$ cat config.mk
export PLATFORM = sky130hd
export DESIGN_NAME = atm_trigger_ctrl
export DESIGN_NICKNAME = d
export VERILOG_FILES = /design/src/atm_pkg.sv /design/src/atm_trigger_ctrl.sv
export SDC_FILE = /design/constraint.sdc
export NUM_CORES = 1
export LEC_CHECK = 0
export BUFFER_PORTS_ARGS = -buffer_cell sky130_fd_sc_hd__buf_2
export CAP_MARGIN = 20
export CORE_ASPECT_RATIO = 1.4
export CORE_UTILIZATION = 40
export CTS_BUF_LIST = sky130_fd_sc_hd__clkbuf_2 sky130_fd_sc_hd__clkbuf_4 sky130_fd_sc_hd__clkbuf_8
export CTS_CLUSTER_DIAMETER = 150
export DETAILED_ROUTE_END_ITERATION = 10
export PLACE_DENSITY = 0.58
export SYNTH_ARGS = -nofsm -noshare
export SYNTH_HDL_FRONTEND = slang
export SYNTH_SLANG_ARGS = --single-unit
$ cat constraint.sdc
create_clock -name ref_clk -period 2.85 [get_ports ref_clk]
set_input_delay 0.1425 -clock ref_clk [delete_from_list [all_inputs] [get_ports ref_clk]]
set_output_delay 0.1425 -clock ref_clk [all_outputs]
set_load 0.1 [all_outputs]
$ cat src/atm_pkg.sv
package atm_pkg;
	// ****************************************
	// Modes and timing
	// ****************************************
	typedef enum logic [2:0] {
		ATM_MODE_INTERNAL,
		ATM_MODE_EXTERNAL,
		ATM_MODE_EXT_START,
		ATM_MODE_SOFTWARE,
		ATM_MODE_EXT_EXPOSURE
	} atm_mode_t;

	localparam int ATM_CLK_PERIOD_NS = 10;
	localparam int ATM_INS_SHORT_NS = 35;
	localparam int ATM_INS_LONG_NS = 135;
	localparam int ATM_SENSOR_OPEN_NS = 300;
	// Latencies are longest times: round down
	localparam int ATM_INS_SHORT_CYC = ATM_INS_SHORT_NS / ATM_CLK_PERIOD_NS;
	localparam int ATM_INS_LONG_CYC = ATM_INS_LONG_NS / ATM_CLK_PERIOD_NS;
	// Settle time is a least time: round up
	localparam int ATM_SENSOR_OPEN_CYC =
		(ATM_SENSOR_OPEN_NS + ATM_CLK_PERIOD_NS - 1) / ATM_CLK_PERIOD_NS;
	localparam int ATM_CNT_W = 16;
	localparam logic [ATM_CNT_W-1:0] ATM_CNT_RESET = 16'h0000;
endpackage

$ cat src/atm_trigger_ctrl.sv
`timescale 1ns/1ns
// Operation
// - Internal mode: device is timing master, triggers sensor and gate itself.
// - Internal mode: outside equipment synchronised from pulse generator aux outputs.
// - External mode: wait for trigger edge, start sensor and gate together.
// - External trigger edge polarity selectable rising or falling.
// - Armed output high exactly while external or software triggers are accepted.
// - Gate opens 35 ns or 135 ns after trigger, per insertion delay.
// - Sensor treated as not integrating until 300 ns after its trigger.
// - Early sensor trigger may start sensor ahead of external trigger.
// - External start: one external event, then internal timing.
// - Software mode: as external mode, trigger from software command.
// - External exposure mode: exposure and cycle from early sensor trigger.
// - Non-overlap: exposure lasts while early trigger stays asserted.
// - Overlap: exposure equals period between early trigger pulses.
// - Velocimetry: second early trigger pulse of a burst ignored when overlap is enabled.
// - Velocimetry: exposure-active output marks sensor exposure.
// - Velocimetry: each external rising edge starts pulse generator gate.
module atm_trigger_ctrl
	import atm_pkg::*;
#(
	parameter int CNT_W = ATM_CNT_W
)(
	input wire logic ref_clk,
	input wire logic nrst,
	input wire atm_mode_t mode,
	input wire logic acq_enable,
	input wire logic trig_falling,
	input wire logic insertion_long,
	input wire logic overlap_en,
	input wire logic paired_frame_velocimetry_mode,
	input wire logic early_trig_use,
	input wire logic [CNT_W-1:0] internal_exposure,
	input wire logic [CNT_W-1:0] internal_cycle,
	input wire logic [CNT_W-1:0] gate_width,
	input wire logic sw_trigger,
	input wire logic ext_trig_pin,
	input wire logic early_trig_pin,
	output logic armed,
	output logic sensor_trigger,
	output logic sensor_integrating,
	output logic exposure_active,
	output logic delay_pulse_generator_start,
	output logic gate_out,
	output logic sync_out
);
	// ****************************************
	// Pin synchronisers and edge detection
	// ****************************************
	logic ext_s1, ext_s2, ext_s3, early_s1, early_s2, early_s3;
	always_ff @(posedge ref_clk or negedge nrst)
	begin
		if (!nrst)
		begin
			ext_s1 <= 1'b0;
			ext_s2 <= 1'b0;
			ext_s3 <= 1'b0;
			early_s1 <= 1'b0;
			early_s2 <= 1'b0;
			early_s3 <= 1'b0;
		end
		else
		begin
			ext_s1 <= ext_trig_pin;
			ext_s2 <= ext_s1;
			ext_s3 <= ext_s2;
			early_s1 <= early_trig_pin;
			early_s2 <= early_s1;
			early_s3 <= early_s2;
		end
	end

	logic ext_rise, ext_fall, ext_edge, early_rise, early_fall;
	assign ext_rise = ext_s2 & ~ext_s3;
	assign ext_fall = ~ext_s2 & ext_s3;
	// Velocimetry always uses the rising edge
	assign ext_edge = (trig_falling && !paired_frame_velocimetry_mode) ? ext_fall : ext_rise;
	assign early_rise = early_s2 & ~early_s3;
	assign early_fall = ~early_s2 & early_s3;

	// ****************************************
	// Acquisition sequencing
	// ****************************************
	typedef enum logic [2:0] {
		ATM_ST_IDLE,
		ATM_ST_WAIT_TRIG,
		ATM_ST_EXPOSE,
		ATM_ST_CYCLE,
		ATM_ST_EXT_EXPOSE
	} atm_state_t;

	atm_state_t state, next_state;
	logic [CNT_W-1:0] cnt, next_cnt;
	logic burst_second, next_burst_second;
	logic frame_start, expo;
	logic trig_event;

	// Trigger source for the armed modes
	always_comb
	begin
		unique case (mode)
			ATM_MODE_SOFTWARE: trig_event = sw_trigger;
			default: trig_event = ext_edge;
		endcase
	end

	assign armed = (state == ATM_ST_WAIT_TRIG)
		|| (state == ATM_ST_EXT_EXPOSE && paired_frame_velocimetry_mode);

	always_comb
	begin
		next_state = state;
		next_cnt = cnt;
		next_burst_second = burst_second;
		frame_start = 1'b0;
		expo = 1'b0;
		if (!acq_enable)
		begin
			next_state = ATM_ST_IDLE;
			next_burst_second = 1'b0;
		end
		else
		begin
			unique case (state)
				ATM_ST_IDLE:
				begin
					unique case (mode)
						ATM_MODE_INTERNAL:
						begin
							// Free running, no outside event needed
							next_state = ATM_ST_EXPOSE;
							next_cnt = internal_exposure;
							frame_start = 1'b1;
						end
						ATM_MODE_EXT_EXPOSURE: next_state = ATM_ST_EXT_EXPOSE;
						default: next_state = ATM_ST_WAIT_TRIG;
					endcase
				end
				ATM_ST_WAIT_TRIG:
				begin
					// Events only count here, where armed is high
					if (trig_event)
					begin
						frame_start = 1'b1;
						next_cnt = internal_exposure;
						next_state = ATM_ST_EXPOSE;
					end
				end
				ATM_ST_EXPOSE:
				begin
					expo = 1'b1;
					if (cnt <= 1)
					begin
						next_cnt = (internal_cycle > internal_exposure)
							? internal_cycle - internal_exposure : ATM_CNT_RESET;
						next_state = ATM_ST_CYCLE;
					end
					else
						next_cnt = cnt - 1'b1;
				end
				ATM_ST_CYCLE:
				begin
					if (cnt <= 1)
					begin
						// External start: timing stays internal after first event
						if (mode == ATM_MODE_INTERNAL || mode == ATM_MODE_EXT_START)
						begin
							next_state = ATM_ST_EXPOSE;
							next_cnt = internal_exposure;
							frame_start = 1'b1;
						end
						else
							next_state = ATM_ST_WAIT_TRIG;
					end
					else
						next_cnt = cnt - 1'b1;
				end
				ATM_ST_EXT_EXPOSE:
				begin
					if (overlap_en)
					begin
						expo = 1'b1;
						if (early_rise)
						begin
							if (paired_frame_velocimetry_mode && burst_second)
								next_burst_second = 1'b0;
							else
							begin
								frame_start = 1'b1;
								next_burst_second = paired_frame_velocimetry_mode;
							end
						end
					end
					else
					begin
						expo = early_s2;
						frame_start = early_rise;
					end
				end
				default: next_state = ATM_ST_IDLE;
			endcase
		end
	end

	always_ff @(posedge ref_clk or negedge nrst)
	begin
		if (!nrst)
		begin
			state <= ATM_ST_IDLE;
			cnt <= ATM_CNT_RESET;
			burst_second <= 1'b0;
		end
		else
		begin
			state <= next_state;
			cnt <= next_cnt;
			burst_second <= next_burst_second;
		end
	end

	// ****************************************
	// Sensor settle and gate timing
	// ****************************************
	logic sens_trig, next_sens_trig, expo_q, next_expo_q;
	logic [8:0] settle, next_settle;
	logic [7:0] ins, next_ins;
	logic [CNT_W-1:0] gate_cnt, next_gate_cnt;
	logic gate_start, early_used;

	// Early trigger, when used, has already started the sensor
	assign early_used = early_trig_use && mode == ATM_MODE_EXTERNAL;
	assign gate_start = (state == ATM_ST_EXT_EXPOSE) ? (armed && ext_rise)
		: frame_start;

	always_comb
	begin
		next_sens_trig = early_used ? early_rise : frame_start;
		next_expo_q = expo;
		next_settle = settle;
		if (sens_trig)
			next_settle = 9'(ATM_SENSOR_OPEN_CYC);
		else if (settle != 9'h000)
			next_settle = settle - 1'b1;
		next_ins = ins;
		next_gate_cnt = gate_cnt;
		if (gate_start)
			next_ins = insertion_long ? 8'(ATM_INS_LONG_CYC) : 8'(ATM_INS_SHORT_CYC);
		else if (ins != 8'h00)
		begin
			next_ins = ins - 1'b1;
			if (ins == 8'h01)
				next_gate_cnt = gate_width;
		end
		else if (gate_cnt != ATM_CNT_RESET)
			next_gate_cnt = gate_cnt - 1'b1;
	end

	always_ff @(posedge ref_clk or negedge nrst)
	begin
		if (!nrst)
		begin
			sens_trig <= 1'b0;
			expo_q <= 1'b0;
			settle <= 9'h000;
			ins <= 8'h00;
			gate_cnt <= ATM_CNT_RESET;
		end
		else
		begin
			sens_trig <= next_sens_trig;
			expo_q <= next_expo_q;
			settle <= next_settle;
			ins <= next_ins;
			gate_cnt <= next_gate_cnt;
		end
	end

	assign sensor_trigger = sens_trig;
	assign exposure_active = expo_q;
	assign sensor_integrating = expo_q && settle == 9'h000 && !sens_trig;
	assign delay_pulse_generator_start = (ins == 8'h01);
	assign gate_out = gate_cnt != ATM_CNT_RESET;
	// Aux sync comes from the pulse generator, not from sensor timing
	assign sync_out = gate_out;
endmodule

==> flow_summary.yaml, run 1 <==
run_status:
  status: "finished clean"
cts:
  cts_setup_buffers: 0
  cts_sinks: 61
  worstSkewPairLatency_ns: 0.34
  numCtsBuffers: 9
  cts_max_level: 3
  cts_root_buf: "clkbuf_8"
  cts_tree: "done"
  clk_pin_slew_worst_paths_ns: 0.07
  cts_buffer_depth: 2
finish:
  diodes: 0
  stdcell_area_mm2: 0.00550
  synthToLayoutAreaGrowth_pct: 17.3
  nNetsFinal: 736
  drive_gt1_frac: 0.195
  fillers: 1149
  final_core_utilization: 0.482
route:
  drc: 0
  vias: 4497
  dr.pass1.iters: 4
  viasPerCell: 5.62
  wl_per_cell_um: 15.7
  drt-initial-drc-count: 181
  wl_mm: 12.6
  drtAntennaViolNets: 0
timing:
  drv_slew: 0
  relSlewSlack: 0.473
  worst_slew_pin_slew_ns: 0.787
  hold_ws_ns: 0.0762
  hold_viol: 0
  period_minus_slack_ns: 2.73
  finClkSkew_ns: 0.0155
  setup_viol: 0
  postLayoutSetupSlackWorst_ns: 0.115
  fin_crit_sh: 0.960
  rsz0062_at_grt: "yes"
  timing.fmax_mhz: 366
grt:
  grt_max_degree: 45
  track_usage: 0.219
  grt-ovfl-total: 0
  antenna_found_initial: 0
  grt_pass1_vias: 4429
  grt_pass1_wl_mm: 21.0
power:
  p_sw_mw: 2.00
  p_per_area_mw_per_mm2: 837
  totalPowerFinal_mw: 4.60
  ir_worst_vdd_mv: 0.349
  p_leak_nw: 2.44
  swShare: 0.435
  clkPwrFrac: 0.180
  seqPwrFrac: 0.362
  comb_power_share: 0.458
  p_int_mw: 2.60
setup_path:
  worstPathBufferInverterCount: 3
  crit_path_start_kind: "register"
  cp_data_required_time_ns: 2.71
  r2r-start: "gate_cnt[0]"
  endpoint_kind: "primary output"
  critical_path.max_stage_delay_ns: 0.48
  worstSetupStartpoint: "gate_cnt[0]"
  critical_path_arrival_ns: 2.59
  path_cells: "inv_1, ha_1, or3b_4, or4_1, nor4b_4, inv_1, clkbuf_4"
  cpMaxStageDelayCell: "or4_1"
  worst-setup-path-type: "reg -> out"
  crit_fanout: 4
  path_delay_family: "simple AND/OR/NAND/NOR gates"
  crit_top_cell: "inv_1"
worst_hold_path:
  hp-start: "internal_exposure[2]"
  hold_class: "in -> reg"
die:
  die_area_mm2: 0.0122
  initial_utilization: 0.411
  ios: 69
  core.rowCount: 46
  die_w_um: 93.5
  fp.dieH_um: 130
  coreArea_mm2: 0.0114
logic_synthesis:
  netlist_instances: 572
  ys_async_sr_fraction: 1.00
  synth-edff-count: 0
  synth_flop_cell: "dfrtp_1"
  syn-num-nets: 657
  ys_seq_elements: 61
  yosysWarnings: 0
  yosysSeqAreaShare: 0.326
  synth_cell_types: 73
  syn-cell-area_mm2: 0.00469
  syn_area_per_cell_um2: 8.19
placed_design:
  place_hpwl_mm: 9.86
  port_buffers: 68
  pre_cts_ws_ns: 0.199
  routabilityCongestion: 0.835
  placed_cell_area_mm2: 0.00523
job:
  cap_viol_max_count: 0
-- tightest hold or removal path: stages --
cell and delay (ns):
buf_2 0.12, nand2_1 0.05, a21oi_1 0.06
-- power by group through the flow --
stage | Combinational, mW | Clock (mW) | Sequential, mW
final | 2.11 | 0.830 | 1.66
after CTS | 2.11 | 0.851 | 1.66
after detailed placement | 2.10 | 0 | 1.67
after floorplan | 1.61 | 0 | 1.57
after global routing | 2.37 | 0.887 | 1.73
after global placement | 2.06 | 0 | 1.65
-- through the flow --
stage          setup TNS [ns]  std cells
2_1_floorplan               0        572
3_3_place_gp                0        780
3_5_place_dp                0        780
4_1_cts                     0        798
5_1_grt               -0.0402        800
6_report                    0        800
-- cells in the final DEF (no fill, tap or decap), types with 5 or more instances in the layout --
master / count
nor2_1: 54
o211ai_1: 7
xor2_1: 9
a211oi_1: 5
nand4_1: 6
or2_2: 5
o21a_1: 6
or4_1: 5
buf_4: 18
ha_1: 22
buf_2: 66
nor4_1: 10
a21oi_1: 54
inv_1: 36
o21bai_1: 5
dfrtp_1: 61
a21o_1: 9
nor2b_1: 7
o22ai_1: 14
o21ai_0: 37
xnor2_1: 18
nor3_1: 22
nand2_1: 48
or3_1: 5
nand3_1: 14
clkbuf_8: 12
a31oi_1: 6
a221oi_1: 6
nand2b_1: 18
-- logic make-up after synthesis --
group | count (synthesis) | share of synthesized area
compound gates | 181 | 0.252
xor+xnor | 27 | 0.0505
fa+ha+maj | 23 | 0.0630
buf+inv | 58 | 0.0542
flops | 61 | 0.326
mux | 3 | 0.00748
simple gates | 219 | 0.248
-- cell usage after synthesis (14+ instances only) --
master    instances  area share
ha_1             22       0.059
o22ai_1          14       0.019
dfrtp_1          61        0.33
o21ai_0          37       0.040
nand3_1          14       0.015
nand2b_1         18       0.024
inv_1            36       0.029
xnor2_1          18       0.034
nand2_1          48       0.038
a21oi_1          54       0.058
nor3_1           22       0.023
nor2_1           54       0.043
-- final cells by class --
class,instances,area [um2],share of cell area
Multi-Input combinational cell,453,2910,0.529
Sequential cell,61,1530,0.278
Timing Repair Buffer,90,531,0.0965
Tap cell,144,180,0.0328
Clock buffer,13,173,0.0314
Inverter,36,135,0.0246
Clock inverter,3,42.5,0.00774
-- routing by layer --
layer	track usage	part of all wire
met2	0.401	0.52
met5	0	0
met1	0.255	0.42
met3	0.0326	0.038
met4	0.0878	0.024
-- worst paths after layout --
path	slack, ns	end	cells past startpoint
setup / recovery	0.12	gate_out	7
hold reg to reg	0.35	early_s2	0
max in group asynchronous	1.89	cnt[6]	4
hold / removal	0.08	cnt[2]	3
setup reg to reg	0.20	gate_cnt[7]	10
min in group asynchronous	0.22	settle[2]	2
-- state kept, by name, indices dropped and copies added (netlist names), 3 cells and up --
name and count:
cnt 16, gate_cnt 16, ins 8, settle 9
state 3
-- what timing repair did --
item	in CTS	in global routing
endpoints found under the hold margin	2	12
resized for setup	0	2
hold buffers	2	1
setup endpoints to repair	0	2
Power figures use the tool's default switching activity.
==> run 2: changes to the inputs <==
Settings changed: ABC_AREA set to 1, CORE_ASPECT_RATIO 1.4 to not set, GPL_ROUTABILITY_DRIVEN set to 0.
==> flow_summary.yaml, run 2 <==
timing:
  hold_viol: 0
  fin_crit_sh: 0.804
  rsz0062_at_grt: "no"
  relSlewSlack: 0.628
  timing.fmax_mhz: 436
  worst_slew_pin_slew_ns: 0.553
  hold_ws_ns: 0.0667
  finClkSkew_ns: 0.00909
  period_minus_slack_ns: 2.29
  setup_viol: 0
  tns_ns: 0
  drv_slew: 0
  postLayoutSetupSlackWorst_ns: 0.558
logic_synthesis:
  yosysSeqAreaShare: 0.289
  synth_cell_types: 51
  synth_top_area_cell: "dfrtp_1"
  syn-num-nets: 904
  synth-edff-count: 0
  netlist_instances: 819
  synth_top_area_share: 0.289
  syn-cell-area_mm2: 0.00528
  synth_flop_cell: "dfrtp_1"
  ys_seq_elements: 61
  syn_area_per_cell_um2: 6.45
  ys_async_sr_fraction: 1.00
  netlist_top_cells_count: "nand2_1, inv_1, nor2_1"
  yosysMostFrequentCell: "nand2_1"
  yosys-top-cells-area: "dfrtp_1, nand2_1, inv_1"
  yosysWarnings: 0
finish:
  biggestRegsByFlops: "cnt (16), gate_cnt (16), settle (9)"
  layout_commonest_cell: "nand2_1"
  synthToLayoutAreaGrowth_pct: 15.0
  stdcell_area_mm2: 0.00607
  fillers: 1346
  nNetsFinal: 982
  drive_gt1_frac: 0.151
  seqCellArea_mm2: 0.00153
  final_cell_mix: "nand2_1, inv_1, nor2_1"
  diodes: 0
  final_core_utilization: 0.476
  multi_input_area_mm2: 0.00316
  fin_cells: 1074
route:
  wl_mm: 14.5
  wl_per_cell_um: 13.5
  drtAntennaViolNets: 0
  drc: 0
  dr.pass1.iters: 5
  drt-initial-drc-count: 344
  viasPerCell: 4.94
  vias: 5307
placed_design:
  port_buffers: 68
  placed_cell_area_mm2: 0.00584
  pre_cts_ws_ns: 0.523
  place_hpwl_mm: 11.2
  dp_cells: 1055
die:
  initial_utilization: 0.414
  fp.dieH_um: 117
  core.rowCount: 41
  die_w_um: 117
  ios: 69
  die_area_mm2: 0.0137
  coreArea_mm2: 0.0128
grt:
  antenna_found_initial: 0
  grt_pass1_wl_mm: 24.0
  track_usage: 0.229
  grt_pass1_vias: 4987
  grt_busiest_layer: "met2"
  global_route.usage.met2: 0.371
  grtUsageMet1: 0.301
  grt_max_degree: 27
  grt-ovfl-total: 0
  use_met3: 0.0520
setup_path:
  r2r_cells: 12
  critical_path.max_stage_delay_ns: 0.43
  r2r-start: "cnt[0]"
  crit_path_start_kind: "register"
  cpMaxStageDelayCell: "buf_2"
  crit_fanout: 6
  worstPathBufferInverterCount: 3
  reg2reg_to: "cnt[7]"
  endpoint_kind: "primary output"
  cp_data_required_time_ns: 2.71
  path_cells: "inv_1, ha_1, inv_1, nor2_1, nand3_1, nor3_1, nand2_1, nor2_1, buf_2"
  critical_path_arrival_ns: 2.15
  path_delay_family: "simple AND/OR/NAND/NOR gates"
  rrSetupSlack_ns: 0.67
  worst-setup-path-type: "reg -> out"
cts:
  clk_pin_slew_worst_paths_ns: 0.07
  cts_buffer_depth: 2
  worstSkewPairLatency_ns: 0.36
  numCtsBuffers: 9
  cts_setup_buffers: 0
  cts_max_level: 3
  cts_root_buf: "clkbuf_8"
  cts_tree: "done"
  cts_sinks: 61
power:
  totalPowerFinal_mw: 4.75
  p_leak_nw: 3.14
  ir_worst_vdd_mv: 0.302
  p_per_area_mw_per_mm2: 782
worst_hold_path:
  whs_path_depth: 3
  hold_class: "in -> reg"
  hp-start: "mode[2]"
  hold_end: "state[2]"
run_status:
  status: "finished clean"
job:
  cap_viol_max_count: 0
[run 2: cell types whose count changed in the layout (fill, tap and decap cells not counted), sizes merged, moves of 9 or more]
cell    delta
a21oi     -27
inv      +104
nand2    +176
nand2b    -18
nand3     +72
nor2      +44
nor4       -9
[run 2: worst max-delay path by stage]
stage | from | cells past startpoint | end | slack [ns]
floorplan | gate_cnt[0] | 8 | sync_out | 0.16
global placement | internal_exposure[0] | 14 | cnt[5] | 0.57
detailed placement | internal_exposure[0] | 14 | cnt[5] | 0.52
CTS | settle[0] | 9 | sensor_integrating | 0.52
global route | settle[0] | 9 | sensor_integrating | 0.28
finish | settle[0] | 9 | sensor_integrating | 0.56
[run 2: area by class of cell]
cell class              instances  share of cell area
multi-input cells             603               0.519
flip-flops and latches         61               0.251
inverters                     141              0.0875
repair buffers                 81              0.0733
well taps                     172              0.0354
clock buffers                  12              0.0251
clock inverters                 4             0.00783
[run 2: cells by family (layout without fill, tap and decap cells)]
group | after synthesis | after routing | share of synthesized area
AND/OR/NAND/NOR | 447 | 447 | 0.368
flip-flops | 61 | 61 | 0.289
AO/OA/AOI/OAI | 109 | 109 | 0.131
XOR/XNOR | 24 | 24 | 0.0398
buffers and inverters | 155 | 238 | 0.116
adder cells (fa/ha/maj) | 23 | 23 | 0.0559
[run 2: report_power, final]
group	total (mW)	internal [mW]	switching, mW
combinational	2.37	0.844	1.52
sequential	1.57	1.21	0.356
clock	0.816	0.444	0.372
[run 2: per-layer routing]
| metal | up-vias | wire [um] |
|---|---|---|
| met5 | - | 0 |
| met4 | 0 | 257 |
| met2 | 131 | 6520 |
| met3 | 20 | 832 |
| li1 | 2779 | - |
| met1 | 2377 | 6850 |
[run 2: worst reg2reg max path, cell delays in order, from the launching register on]
cell	delay, ns
dfrtp_1	0.43
inv_1	0.13
ha_1	0.25
inv_1	0.11
a21oi_2	0.14
nand2_1	0.21
nor2_1	0.15
nor2_1	0.08
inv_2	0.34
a21oi_1	0.08
nand3_1	0.09
nand2_1	0.05
inv_1	0.05
[run 2: what timing repair did]
action | CTS | global route
hold endpoints to repair | 16 | 0
resized for setup | 0 | 0
hold buffers | 3 | 0
==> run 3: changes to the inputs <==
Settings changed: PLACE_DENSITY 0.58 to 0.6.
Clock period 2.85 ns to 2 ns, I/O delays scaled along.
==> flow_summary.yaml, run 3 (synthesized netlist as in run 2, its figures left out) <==
run_status:
  status: "complete, but fails checks"
  violations: "setup timing"
worst_hold_path:
  hold_end: "ins[2]"
  hold_class: "in -> reg"
  whs_path_depth: 3
  hp-start: "insertion_long"
setup_path:
  cpMaxStageDelayCell: "dfrtp_1"
  cp_data_required_time_ns: 1.90
  endpoint_kind: "primary output"
  path_cells: "nor2_2, nand3_1, nor2_2, nand2_1, inv_2, nand4_1, buf_4"
  worstPathBufferInverterCount: 2
  worst-setup-path-type: "reg -> out"
  r2r_cells: 13
  path_delay_family: "simple AND/OR/NAND/NOR gates"
  crit_fanout: 4
  critical_path.max_stage_delay_ns: 0.44
  critical_path_arrival_ns: 1.93
  cp_num_cells: 7
  rrSetupSlack_ns: 0.01
  crit_top_cell: "nor2_2"
  r2r-start: "settle[1]"
  crit_path_start_kind: "register"
  reg2reg_to: "settle[4]"
timing:
  tns_ns: -0.0488
  drv_slew: 0
  hold_ws_ns: 0.0405
  worst_slew_pin_slew_ns: 0.533
  timing.fmax_mhz: 493
  fin_crit_sh: 1.01
  rsz0062_at_grt: "yes"
  hold_viol: 0
  finClkSkew_ns: 0.0118
  relSlewSlack: 0.645
  setup_viol: 2
  postLayoutSetupSlackWorst_ns: -0.0295
  period_minus_slack_ns: 2.03
route:
  drc: 0
  wl_mm: 14.6
  dr.pass1.iters: 6
  vias: 5554
  wl_per_cell_um: 13.0
  viasPerCell: 4.95
  drtAntennaViolNets: 0
  drt-initial-drc-count: 335
job:
  cap_viol_max_count: 0
finish:
  seqCellArea_mm2: 0.00153
  diodes: 0
  biggestRegsByFlops: "cnt (16), gate_cnt (16), settle (9)"
  final_cell_mix: "nand2_1, inv_1, nor2_1"
  layout_commonest_cell: "nand2_1"
  synthToLayoutAreaGrowth_pct: 28.0
  multi_input_area_mm2: 0.00341
  drive_gt1_frac: 0.237
  nNetsFinal: 1031
  stdcell_area_mm2: 0.00676
  fillers: 1317
cts:
  cts_buffer_depth: 2
  worstSkewPairLatency_ns: 0.36
  clk_pin_slew_worst_paths_ns: 0.07
  cts_sinks: 61
  numCtsBuffers: 9
  cts_tree: "done"
  cts_root_buf: "clkbuf_8"
  cts_max_level: 3
die:
  ios: 69
  die_area_mm2: 0.0137
  fp.dieH_um: 117
  die_w_um: 117
  core.rowCount: 41
  initial_utilization: 0.414
  coreArea_mm2: 0.0128
placed_design:
  place_hpwl_mm: 11.1
  port_buffers: 68
  placed_cell_area_mm2: 0.00619
  pre_cts_ws_ns: -0.116
grt:
  grt_pass1_vias: 4998
  track_usage: 0.219
  grt-ovfl-total: 0
  antenna_found_initial: 0
  grt_pass1_wl_mm: 23.4
  grt_max_degree: 33
power:
  clkPwrFrac: 0.156
  p_sw_mw: 3.51
  comb_power_share: 0.545
  seqPwrFrac: 0.299
  ir_worst_vdd_mv: 0.391
  p_leak_nw: 3.42
  totalPowerFinal_mw: 7.55
  p_per_area_mw_per_mm2: 1120
  p_int_mw: 4.04
  swShare: 0.465
## run 3: timing repair
action                                  4_1_cts  5_1_grt
pin swaps                                     1        7
buffers inserted                              1       10
endpoints found under the hold margin        22        0
hold buffers                                  4        0
gates cloned                                  0        4
endpoints found under the setup margin        3       39
resized for setup                             2       54
## run 3: how the worst max path moves through the flow
stage                               startpoint  slack (ns)  endpoint
after floorplan                    gate_cnt[0]       -0.51  sync_out
after global placement    internal_exposure[0]       -0.04    cnt[4]
after detailed placement  internal_exposure[0]       -0.12    cnt[4]
after global routing               gate_cnt[8]       -0.14  sync_out
final                              gate_cnt[8]       -0.03  sync_out
after CTS                          gate_cnt[5]       -0.02  sync_out
## run 3: power groups by stage
stage | Clock [mW] | Sequential (mW) | Combinational [mW]
CTS | 1.21 | 2.21 | 3.70
global route | 1.25 | 2.33 | 4.61
finish | 1.18 | 2.26 | 4.12
detailed placement | 0 | 2.22 | 3.67
floorplan | 0 | 2.19 | 2.71
global placement | 0 | 2.22 | 3.64
## run 3: through the flow
stage	instances	util
2_1_floorplan	819	-
3_3_place_gp	1088	0.485
3_5_place_dp	1088	0.485
4_1_cts	1108	0.505
5_1_grt	1122	0.529
6_report	1122	0.529
## run 3: cell type report
| type | count | share of cell area |
|---|---|---|
| multi-input cells | 606 | 0.504 |
| flip-flops and latches | 61 | 0.226 |
| repair buffers | 126 | 0.128 |
| inverters | 141 | 0.0801 |
| well taps | 172 | 0.0318 |
| clock buffers | 14 | 0.0257 |
| clock inverters | 1 | 0.00444 |
| repair inverters | 1 | 0.000740 |
## run 3: worst reg2reg max path: stages, from the launching register on
cell and delay [ns]:
dfrtp_1 0.40, inv_1 0.06, ha_2 0.16, inv_2 0.05
nor2_4 0.09, nand3_2 0.08, nor3_2 0.19, nand2_1 0.12
buf_4 0.15, buf_4 0.14, nand2_1 0.10, nor3_1 0.07
a211oi_1 0.18, inv_1 0.07
## run 3: layer usage
layer,part of all wire,vias up,routed length [um],global-route usage
met1,0.49,2513,7170,0.302
met2,0.44,133,6420,0.348
met3,0.047,25,681,0.0330
li1,-,2883,-,-
met5,0,-,0,0
met4,0.022,0,323,0.0819
